`src/hdl/i2c_pkg.sv`:
```
package i2c_pkg;

    // ****************************************************************
    // register byte addresses
    // ****************************************************************
    localparam logic [7:0] CTRL_OFS = 8'h00;
    localparam logic [7:0] DATA_OFS = 8'h04;
    localparam logic [7:0] SADDR_OFS = 8'h08;
    localparam logic [7:0] STAT_OFS = 8'h0C;
    localparam logic [7:0] EDGE_OFS = 8'h10;
    localparam logic [7:0] EVST_OFS = 8'h14;
    localparam logic [7:0] EVMASK_OFS = 8'h18;

    // ****************************************************************
    // field positions
    // ****************************************************************
    localparam int C_EN = 7;
    localparam int C_IE = 6;
    localparam int C_MST = 5;
    localparam int C_TX = 4;
    localparam int C_ACKV = 3;
    localparam int C_RPT = 2;
    localparam int C_FAST_ACK_CONTROL = 1;
    localparam int C_SMB = 0;
    localparam logic [7:0] CTRL_WMASK = 8'hFB;
    localparam int S_ACK = 0;
    localparam int S_PEND = 1;
    localparam int S_ARB = 4;
    localparam int E_START = 4;
    localparam int E_EN = 5;
    localparam int E_STOP = 6;
    localparam int V_BYTE = 0;
    localparam int V_ADDR = 1;
    localparam int V_ARB = 2;
    localparam int V_EDGE = 3;
    localparam int V_TMO = 4;
    localparam int T_LOW = 0;
    localparam int T_SCLH = 1;
    localparam int T_SDAH = 2;

    // ****************************************************************
    // reset values, answers, timing
    // ****************************************************************
    localparam logic [7:0] RST_BYTE = 8'h00;
    localparam logic [4:0] RST_EV = 5'h00;
    localparam logic [1:0] RESP_OKAY = 2'h0;
    localparam logic [1:0] RESP_SLVERR = 2'h2;
    localparam int CLK_PERIOD_NS = 10;
    localparam int SCL_HALF_NS = 2500;
    localparam int HALF_INT = (SCL_HALF_NS + CLK_PERIOD_NS - 1) / CLK_PERIOD_NS;
    localparam logic [9:0] HALF_CYC = 10'(HALF_INT);
    localparam logic [9:0] TWO_HALF = 10'(2 * HALF_INT);
    localparam logic [9:0] THREE_HALF = 10'(3 * HALF_INT);

    typedef enum logic [5:0] {
        M_IDLE = 6'b000001,
        M_START = 6'b000010,
        M_HOLD = 6'b000100,
        M_XFER = 6'b001000,
        M_RPT = 6'b010000,
        M_STOP = 6'b100000
    } mst_e;

endpackage

```
`src/hdl/i2c_data_port.sv`:
```
// Added by the designer: register access over AXI4-Lite.
`timescale 1ns/1ns
module i2c_data_port
    import i2c_pkg::*;
(
    input wire logic clock,
    input wire logic rst_b,
    input wire logic [7:0] awaddr,
    input wire logic awvalid,
    output logic awready,
    input wire logic [31:0] wdata,
    input wire logic [3:0] wstrb,
    input wire logic wvalid,
    output logic wready,
    output logic [1:0] bresp,
    output logic bvalid,
    input wire logic bready,
    input wire logic [7:0] araddr,
    input wire logic arvalid,
    output logic arready,
    output logic [31:0] rdata,
    output logic [1:0] rresp,
    output logic rvalid,
    input wire logic rready,
    input wire logic scl_in,
    output logic scl_out,
    output logic scl_oe_b,
    input wire logic sda_in,
    output logic sda_out,
    output logic sda_oe_b,
    input wire logic ext_addr_match,
    input wire logic [2:0] smb_timeout,
    output logic irq
);

    function automatic logic is_mapped(input logic [7:0] a);
        is_mapped = (a == CTRL_OFS) || (a == DATA_OFS) || (a == SADDR_OFS) ||
            (a == STAT_OFS) || (a == EDGE_OFS) || (a == EVST_OFS) || (a == EVMASK_OFS);
    endfunction

    logic [7:0] wa;
    logic [7:0] ra_unused;
    logic [31:0] wd;
    logic [3:0] ws;
    logic wr_fire;
    logic rd_fire;
    logic ctrl_wr;
    logic data_wr;
    logic data_rd;
    logic [7:0] ctrl;
    logic [7:0] own_addr;
    logic [4:0] ev_mask;
    logic [4:0] ev_stat;
    logic edge_en;
    logic start_seen;
    logic stop_seen;
    logic pending;
    logic arb_lost;
    logic ack_rx;
    logic tcf;
    logic addressed;
    logic slave_rw;
    logic busy;
    logic [7:0] data_reg;
    logic [1:0] scl_sync;
    logic [1:0] sda_sync;
    logic scl_d;
    logic sda_d;
    logic scl_s;
    logic sda_s;
    logic rise;
    logic fall;
    logic start_det;
    logic stop_det;
    mst_e master_select_bit;
    logic [9:0] phase;
    logic xfer;
    logic [3:0] bit_cnt;
    logic [7:0] shreg;
    logic tx_byte;
    logic addr_phase;
    logic m_addr;
    logic slv_wait;
    logic match;
    logic m_go;
    logic s_go;
    logic go;
    logic fall9;
    logic byte_flag;
    logic addr_evt;
    logic arb_evt;
    logic tmo_evt;
    logic edge_evt;
    logic [4:0] ev_set;
    logic [31:0] rd_mux;

    // ****************************************************************
    // pin synchronisers and bus condition detection
    // ****************************************************************
    always_ff @(posedge clock)
    begin
        if (!rst_b)
        begin
            scl_sync <= 2'h3;
            sda_sync <= 2'h3;
            scl_d <= 1'b1;
            sda_d <= 1'b1;
        end
        else
        begin
            scl_sync <= {scl_sync[0], scl_in};
            sda_sync <= {sda_sync[0], sda_in};
            scl_d <= scl_sync[1];
            sda_d <= sda_sync[1];
        end
    end

    assign scl_s = scl_sync[1];
    assign sda_s = sda_sync[1];
    assign rise = scl_s && !scl_d;
    assign fall = !scl_s && scl_d;
    assign start_det = scl_s && scl_d && sda_d && !sda_s;
    assign stop_det = scl_s && scl_d && !sda_d && sda_s;

    // ****************************************************************
    // AXI4-Lite slave
    // ****************************************************************
    assign wr_fire = !awready && !wready && !bvalid;
    assign rd_fire = arvalid && arready;
    assign ctrl_wr = wr_fire && (wa == CTRL_OFS) && ws[0];
    assign data_wr = wr_fire && (wa == DATA_OFS) && ws[0];
    assign data_rd = rd_fire && (araddr == DATA_OFS);
    assign ra_unused = 8'h00;

    always_ff @(posedge clock)
    begin
        if (!rst_b)
        begin
            awready <= 1'b1;
            wready <= 1'b1;
            bvalid <= 1'b0;
            bresp <= RESP_OKAY;
            wa <= 8'h00;
            wd <= 32'h0000_0000;
            ws <= 4'h0;
        end
        else
        begin
            if (awvalid && awready)
            begin
                awready <= 1'b0;
                wa <= awaddr;
            end
            if (wvalid && wready)
            begin
                wready <= 1'b0;
                wd <= wdata;
                ws <= wstrb;
            end
            if (wr_fire)
            begin
                bvalid <= 1'b1;
                bresp <= is_mapped(wa) ? RESP_OKAY : RESP_SLVERR;
            end
            if (bvalid && bready)
            begin
                bvalid <= 1'b0;
                awready <= 1'b1;
                wready <= 1'b1;
            end
        end
    end

    always_comb
    begin
        rd_mux = 32'h0000_0000;
        case (araddr)
            CTRL_OFS: rd_mux[7:0] = ctrl;
            DATA_OFS: rd_mux[7:0] = data_reg;
            SADDR_OFS: rd_mux[7:0] = own_addr;
            STAT_OFS: rd_mux[7:0] = {tcf, addressed, busy, arb_lost, 1'b0, slave_rw,
                pending, ack_rx};
            EDGE_OFS: rd_mux[7:0] = {1'b0, stop_seen, edge_en, start_seen, 4'h0};
            EVST_OFS: rd_mux[4:0] = ev_stat;
            EVMASK_OFS: rd_mux[4:0] = ev_mask;
            default: rd_mux = 32'h0000_0000;
        endcase
    end

    always_ff @(posedge clock)
    begin
        if (!rst_b)
        begin
            arready <= 1'b1;
            rvalid <= 1'b0;
            rdata <= 32'h0000_0000;
            rresp <= RESP_OKAY;
        end
        else if (rd_fire)
        begin
            arready <= 1'b0;
            rvalid <= 1'b1;
            rdata <= rd_mux;
            rresp <= is_mapped(araddr) ? RESP_OKAY : RESP_SLVERR;
        end
        else if (rvalid && rready)
        begin
            rvalid <= 1'b0;
            arready <= 1'b1;
        end
    end

    // ****************************************************************
    // software control registers
    // ****************************************************************
    always_ff @(posedge clock)
    begin
        if (!rst_b)
        begin
            ctrl <= RST_BYTE;
            own_addr <= RST_BYTE;
            edge_en <= 1'b0;
            ev_mask <= RST_EV;
        end
        else
        begin
            if (ctrl_wr)
                ctrl <= wd[7:0] & CTRL_WMASK;
            if (arb_evt)
                ctrl[C_MST] <= 1'b0;
            if (wr_fire && (wa == SADDR_OFS) && ws[0])
                own_addr <= wd[7:0];
            if (wr_fire && (wa == EDGE_OFS) && ws[0])
                edge_en <= wd[E_EN];
            if (wr_fire && (wa == EVMASK_OFS) && ws[0])
                ev_mask <= wd[4:0];
        end
    end

    // ****************************************************************
    // event decode
    // ****************************************************************
    // own_addr[7:1] is the slave address, own_addr[0] enables general call
    assign match = (shreg[7:1] == own_addr[7:1]) || (own_addr[0] && (shreg == 8'h00)) ||
        ext_addr_match;
    // the address byte is always sent; later bytes follow the direction bit
    assign m_go = (master_select_bit == M_HOLD) && ctrl[C_MST] &&
        ((data_wr && (ctrl[C_TX] || m_addr)) || (data_rd && !ctrl[C_TX] && !m_addr));
    assign s_go = (master_select_bit == M_IDLE) && slv_wait && addressed &&
        ((data_wr && ctrl[C_TX]) || (data_rd && !ctrl[C_TX]));
    assign go = m_go || s_go;
    assign fall9 = xfer && fall && (bit_cnt == 4'h9);
    assign byte_flag = xfer && fall && !addr_phase &&
        (ctrl[C_FAST_ACK_CONTROL] ? (bit_cnt == 4'h8) : (bit_cnt == 4'h9));
    assign addr_evt = xfer && fall && addr_phase && (bit_cnt == 4'h8) && match;
    assign arb_evt = ((master_select_bit == M_XFER) && xfer && rise && tx_byte && (bit_cnt < 4'h8) &&
        sda_oe_b && !sda_s) ||
        ((master_select_bit == M_IDLE) && ctrl_wr && wd[C_MST] && !ctrl[C_MST] && busy);
    // only the clock-low timeout counts; both bus-high timeouts are ignored
    assign tmo_evt = ctrl[C_SMB] && smb_timeout[T_LOW];
    // a level, so clearing pending before the seen flags raises it again
    assign edge_evt = edge_en && (start_seen || stop_seen);
    assign ev_set = {tmo_evt, edge_evt, arb_evt, addr_evt, byte_flag};

    // ****************************************************************
    // status flags, set always wins over clear
    // ****************************************************************
    always_ff @(posedge clock)
    begin
        if (!rst_b)
        begin
            pending <= 1'b0;
            arb_lost <= 1'b0;
            start_seen <= 1'b0;
            stop_seen <= 1'b0;
            tcf <= 1'b0;
            addressed <= 1'b0;
            slave_rw <= 1'b0;
            ack_rx <= 1'b0;
            busy <= 1'b0;
            data_reg <= RST_BYTE;
        end
        else
        begin
            pending <= (|ev_set) ||
                (pending && !(wr_fire && (wa == STAT_OFS) && ws[0] && wd[S_PEND]));
            arb_lost <= arb_evt ||
                (arb_lost && !(wr_fire && (wa == STAT_OFS) && ws[0] && wd[S_ARB]));
            start_seen <= start_det ||
                (start_seen && !(wr_fire && (wa == EDGE_OFS) && ws[0] && wd[E_START]));
            stop_seen <= stop_det ||
                (stop_seen && !(wr_fire && (wa == EDGE_OFS) && ws[0] && wd[E_STOP]));
            tcf <= fall9 || (tcf && !(data_wr || data_rd));
            addressed <= addr_evt || (addressed && !ctrl_wr && !stop_det);
            if (addr_evt)
                slave_rw <= shreg[0];
            if (xfer && rise && (bit_cnt == 4'h8) && tx_byte)
                ack_rx <= sda_s;
            if (start_det)
                busy <= 1'b1;
            else if (stop_det)
                busy <= 1'b0;
            if (fall9 && !tx_byte && !addr_phase)
                data_reg <= shreg;
        end
    end

    // ****************************************************************
    // interrupt status, mask and output
    // ****************************************************************
    always_ff @(posedge clock)
    begin
        if (!rst_b)
        begin
            ev_stat <= RST_EV;
            irq <= 1'b0;
        end
        else
        begin
            ev_stat <= ev_set | (ev_stat & ~{5{rd_fire && (araddr == EVST_OFS)}});
            irq <= (|(ev_stat & ev_mask)) || (ctrl[C_IE] && pending);
        end
    end

    // ****************************************************************
    // byte engine: master pacing, bit shifting, slave tracking
    // ****************************************************************
    always_ff @(posedge clock)
    begin
        if (!rst_b || !ctrl[C_EN])
        begin
            master_select_bit <= M_IDLE;
            phase <= 10'h000;
            xfer <= 1'b0;
            bit_cnt <= 4'h0;
            shreg <= RST_BYTE;
            tx_byte <= 1'b0;
            addr_phase <= 1'b0;
            m_addr <= 1'b0;
            slv_wait <= 1'b0;
            scl_oe_b <= 1'b1;
            sda_oe_b <= 1'b1;
        end
        else
        begin
            phase <= phase + 10'h001;
            case (master_select_bit)
                M_IDLE:
                    if (ctrl_wr && wd[C_MST] && !ctrl[C_MST] && !busy)
                    begin
                        master_select_bit <= M_START;
                        sda_oe_b <= 1'b0;
                        phase <= 10'h000;
                    end
                M_START:
                    if (phase == HALF_CYC)
                    begin
                        scl_oe_b <= 1'b0;
                        master_select_bit <= M_HOLD;
                        m_addr <= 1'b1;
                    end
                M_HOLD:
                    if (!ctrl[C_MST])
                    begin
                        master_select_bit <= M_STOP;
                        sda_oe_b <= 1'b0;
                        phase <= 10'h000;
                    end
                    else if (ctrl_wr && wd[C_RPT])
                    begin
                        master_select_bit <= M_RPT;
                        sda_oe_b <= 1'b1;
                        phase <= 10'h000;
                    end
                M_XFER:
                    if (!scl_oe_b)
                    begin
                        if (phase == HALF_CYC)
                        begin
                            scl_oe_b <= 1'b1;
                            phase <= 10'h000;
                        end
                    end
                    else if (!scl_s)
                        phase <= 10'h000; // a slave stretching the clock holds us here
                    else if (phase == HALF_CYC)
                    begin
                        scl_oe_b <= 1'b0;
                        phase <= 10'h000;
                    end
                M_RPT:
                begin
                    if (phase == HALF_CYC)
                        scl_oe_b <= 1'b1;
                    if (phase == TWO_HALF)
                        sda_oe_b <= 1'b0;
                    if (phase == THREE_HALF)
                    begin
                        scl_oe_b <= 1'b0;
                        master_select_bit <= M_HOLD;
                        m_addr <= 1'b1;
                    end
                end
                M_STOP:
                begin
                    if (phase == HALF_CYC)
                        scl_oe_b <= 1'b1;
                    if (phase == TWO_HALF)
                    begin
                        sda_oe_b <= 1'b1;
                        master_select_bit <= M_IDLE;
                    end
                end
                default: master_select_bit <= M_IDLE;
            endcase

            if (go)
            begin
                xfer <= 1'b1;
                bit_cnt <= 4'h0;
                tx_byte <= data_wr;
                addr_phase <= 1'b0;
                slv_wait <= 1'b0;
                phase <= 10'h000;
                if (data_wr)
                begin
                    shreg <= wd[7:0];
                    sda_oe_b <= wd[7];
                end
                if (s_go)
                    scl_oe_b <= 1'b1;
                if (m_go)
                begin
                    master_select_bit <= M_XFER;
                    m_addr <= 1'b0;
                end
            end
            else if (xfer && rise)
            begin
                // the ninth rise is the ack bit and must not disturb the byte
                if (bit_cnt < 4'h8)
                    shreg <= {shreg[6:0], sda_s};
                bit_cnt <= bit_cnt + 4'h1;
            end
            else if (xfer && fall)
            begin
                if (bit_cnt < 4'h8)
                    sda_oe_b <= !tx_byte || shreg[7];
                else if (bit_cnt == 4'h8)
                begin
                    sda_oe_b <= tx_byte || (addr_phase ? !match : ctrl[C_ACKV]);
                    if (addr_phase && !match)
                    begin
                        xfer <= 1'b0;
                        addr_phase <= 1'b0;
                    end
                end
                else
                begin
                    // byte over: hold the clock low until software responds
                    sda_oe_b <= 1'b1;
                    xfer <= 1'b0;
                    addr_phase <= 1'b0;
                    if (master_select_bit == M_XFER)
                        master_select_bit <= M_HOLD;
                    else
                    begin
                        scl_oe_b <= 1'b0;
                        slv_wait <= 1'b1;
                    end
                end
            end

            if ((start_det || stop_det) && (master_select_bit == M_IDLE))
            begin
                xfer <= start_det;
                addr_phase <= start_det;
                tx_byte <= 1'b0;
                bit_cnt <= 4'h0;
                slv_wait <= 1'b0;
                sda_oe_b <= 1'b1;
                scl_oe_b <= 1'b1;
            end

            if (arb_evt && (master_select_bit == M_XFER))
            begin
                master_select_bit <= M_IDLE;
                xfer <= 1'b0;
                scl_oe_b <= 1'b1;
                sda_oe_b <= 1'b1;
            end
        end
    end

    // open-drain pins only ever pull low
    always_ff @(posedge clock)
    begin
        scl_out <= 1'b0;
        sda_out <= 1'b0;
    end

endmodule // i2c_data_port

```
`config.mk`:
```
export PLATFORM = sky130hd
export DESIGN_NAME = i2c_data_port
export DESIGN_NICKNAME = d
export VERILOG_FILES = /design/src/hdl/i2c_pkg.sv /design/src/hdl/i2c_data_port.sv
export SDC_FILE = /design/constraint.sdc
export NUM_CORES = 1
export LEC_CHECK = 0
export BUFFER_PORTS_ARGS = -buffer_cell sky130_fd_sc_hd__clkbuf_2
export CORE_ASPECT_RATIO = 0.6
export CORE_UTILIZATION = 52
export CTS_BUF_LIST = sky130_fd_sc_hd__clkbuf_2 sky130_fd_sc_hd__clkbuf_4 sky130_fd_sc_hd__clkbuf_8
export DETAILED_ROUTE_END_ITERATION = 6
export HOLD_SLACK_MARGIN = 0.15
export PLACE_DENSITY = 0.79
export SLEW_MARGIN = 20
export SYNTH_ARGS = -nofsm -noshare
export SYNTH_HDL_FRONTEND = slang
export SYNTH_SLANG_ARGS = --single-unit
```
`constraint.sdc`:
```
create_clock -name clock -period 2.4 [get_ports clock]
set_input_delay 0.12 -clock clock [delete_from_list [all_inputs] [get_ports clock]]
set_output_delay 0.12 -clock clock [all_outputs]
set_load 0.01 [all_outputs]
```
==> flow_metrics.tcl <==
set metrics [dict create \
    largest_reg_flops 10 \
    min_to "rdata[4]$_SDFFE_PN0P_" \
    std_cell_rows 29 \
    numCtsBuffers 17 \
    wl_met1_mm 7.49 \
    slew_headroom_pct 41.8 \
    irDropWorstVdd_v 0.000438 \
    pre_cts_ws_ps -71.7 \
    port_buffers 53 \
    synth_top_cells_by_area "dfxtp_1 (41%), nor2_1 (7.4%), a21oi_1 (6.1%)" \
    drc 0 \
    fp.dieH_microns 82.8 \
    synth_seq_cells 117 \
    wire_per_inst_microns 17.3 \
    grt_pass1_wl_mm 26.1 \
    drtPass1Iterations 5 \
    fin_crit_sh_pct 105 \
    power.density_nw_per_um2 606 \
    grtUsageTotal_pct 30.8 \
    timing.reg2reg.setup_slack_ps -120 \
    syn_inst 697 \
    maxCapViolations 0 \
    arrival_ps 2840 \
    vias 5668 \
    synth_area_sq_um 5660 \
    cts.path.max_buffers 2 \
    drt-initial-drc-count 608 \
    setup_violations 12 \
    failed_checks "setup timing" \
    tightest_slew_ps 872 \
    place_congestion 0.930 \
    ff2ff_path_depth 7 \
    nNetsFinal 896 \
    synth_edf_count 0 \
    fillers 850 \
    grt_setup_unrepaired "true" \
    ys_seq_area_share_pct 41.4 \
    crit_type "register to register" \
    cts.reportedPaths.clkPinSlew_ps 70 \
    wl_met2_mm 7.15 \
    synth_area_leader_cell "dfxtp_1" \
    wl_met3_mm 2.01 \
    htreeDepth 4 \
    antenna_found_initial 0 \
    crit_fanout 5 \
    whs_ps 211 \
    max_flop_register "phase" \
    die_x_microns 137 \
    p_total_uw 4320 \
    endpoint_kind "register" \
    grt-ovfl-total 0 \
    hold_violations 0 \
    yosysWarnings 0 \
    slew_viol_final 0 \
    area_growth_pct 26.0 \
    io_pins 111 \
    crit_required_ps 2730 \
    synthArstFlopShare_pct 0 \
    die_area_sq_um 11300 \
    clock_latency_ps 450 \
    avgSynthCellArea_sq_um 8.12 \
    highest_layer "met4" \
    core_sq_um 10600 \
    grt_pass1_vias 5265 \
    drt_wl_total_mm 16.9 \
    clock-root-buffer "clkbuf_8" \
    p_leak_uw 0.00276 \
    yosysTopAreaCellShare_pct 41.4 \
    r2r_end "phase[7]$_SDFF_PP0_" \
    hp-start "arvalid" \
    cts_tree "built" \
    min_period_ps 2520 \
    synth_cell_types 64 \
    holdPathStages 5 \
    antennaDiodeCount 0 \
    routed_via_density 5.81 \
    fin_worst_skew_ps 14.0 \
    initial_core_util_pct 53.6 \
    start_kind "register" \
    cts.sinks 117 \
    drt.antenna.violating_nets 0 \
    hold_class "primary input to register" \
    setup_ws_ps -118 \
    drive_gt1_share_pct 17.9 \
    dp_hpwl_mm 12.0 \
    worstReg2RegStart "bvalid$_SDFFE_PP0N_" \
    grt_start_max_net_pins 48 \
    ys.flop_type "dfxtp_1" \
    max_freq_mhz 397 \
    status "finished with violations" \
]
-- logic make-up after synthesis --
logic type / count (synthesis) / share of synthesized area (%)
mux: 26 / 4.64
compound gates: 132 / 14.8
xor+xnor: 19 / 2.94
fa+ha+maj: 6 / 1.33
other cells: 1 / 0.0663
buf+inv: 73 / 6.90
simple gates: 323 / 27.9
flops: 117 / 41.4
-- critical path: stages (launching register included) --
cell	delay, ps
dfxtp_2	320
or4b_4	550
or3_4	340
or4_4	470
o31ai_4	280
nand3_2	190
nand4_4	190
nor2_1	70
-- final cells by class --
cell class,instances,area [sq um],share of cell area (%)
clock inverter,9,151,2.12
tap,139,174,2.44
clock buffer,21,283,3.97
timing repair buffer,136,1010,14.2
multi-input combinational,535,3100,43.4
sequential,117,2340,32.9
inverter,18,67.6,0.948
-- repair_timing --
item                                    CTS  global route
endpoints found under the setup margin   15            28
gates cloned                              0             1
resized for setup                         4            10
setup buffers                             1             2
pin swaps                                 0             8
endpoints found under the hold margin    29             0
hold buffers                             43             0
-- Yosys cell counts (4+ instances only) --
library cell / instances
inv_1: 17
a221oi_1: 7
nand2b_1: 11
a22oi_1: 9
and2_1: 5
nor2b_1: 6
nand3_1: 44
xor2_1: 5
nand2_1: 75
nor3b_1: 7
clkbuf_1: 23
nor4_1: 13
buf_4: 28
a31oi_1: 5
ha_1: 6
and3_1: 4
mux2i_1: 24
a21oi_1: 69
xnor2_1: 14
o21ai_0: 12
nand4b_1: 5
nand4_1: 8
nor3_1: 10
nor2_1: 111
dfxtp_1: 117
-- cell usage in the layout, fill, tap and decap left out, types with 9 or more instances in the layout --
cell type,netlist,final
nor3_1,10,10
nand3_1,44,43
dlygate4sd3_1,0,43
mux2i_1,24,24
xnor2_1,14,14
inv_1,17,17
nand2b_1,11,10
nor4_1,13,13
dfxtp_1,117,115
clkbuf_8,0,20
a21oi_1,69,68
a22oi_1,9,9
nor2_1,111,109
conb_1,1,28
nand2_1,75,74
buf_4,28,38
o21ai_0,12,12
clkbuf_2,0,53
-- layer usage --
layer	vias up	GRT usage [%]
met1	2659	42.4
met5	-	0
met3	28	10.0
li1	2643	-
met4	0	8.67
met2	338	46.1
-- how the worst max path moves through the flow --
stage / start / endpoint / slack [ps] / depth (start not counted)
floorplan: bvalid$_SDFFE_PP0N_ / ctrl[5]$_SDFFE_PP0N_ / -30 / 6
global placement: bvalid$_SDFFE_PP0N_ / phase[2]$_SDFF_PP0_ / -30 / 7
detailed placement: bvalid$_SDFFE_PP0N_ / phase[7]$_SDFF_PP0_ / -70 / 7
CTS: bvalid$_SDFFE_PP0N_ / phase[1]$_SDFF_PP0_ / -70 / 7
global route: bvalid$_SDFFE_PP0N_ / phase[7]$_SDFF_PP0_ / -160 / 7
finish: bvalid$_SDFFE_PP0N_ / phase[7]$_SDFF_PP0_ / -120 / 7
-- power breakdown --
group | internal, uW | total (uW) | switching [uW]
combinational | 140 | 304 | 164
sequential | 1980 | 2010 | 36.9
clock | 1210 | 2000 | 793
total | 3330 | 4320 | 994
-- stage by stage --
stage	instance area (sq um)	std cells	utilization, %	TNS (ps)
floorplan	5760	724	-	-27.2
global placement	6170	898	58.4	-267
detailed placement	6170	898	58.4	-700
CTS	7060	972	66.8	-746
global route	7130	975	67.5	-1780
finish	7130	975	67.5	-1240
Power figures use the tool's default switching activity.
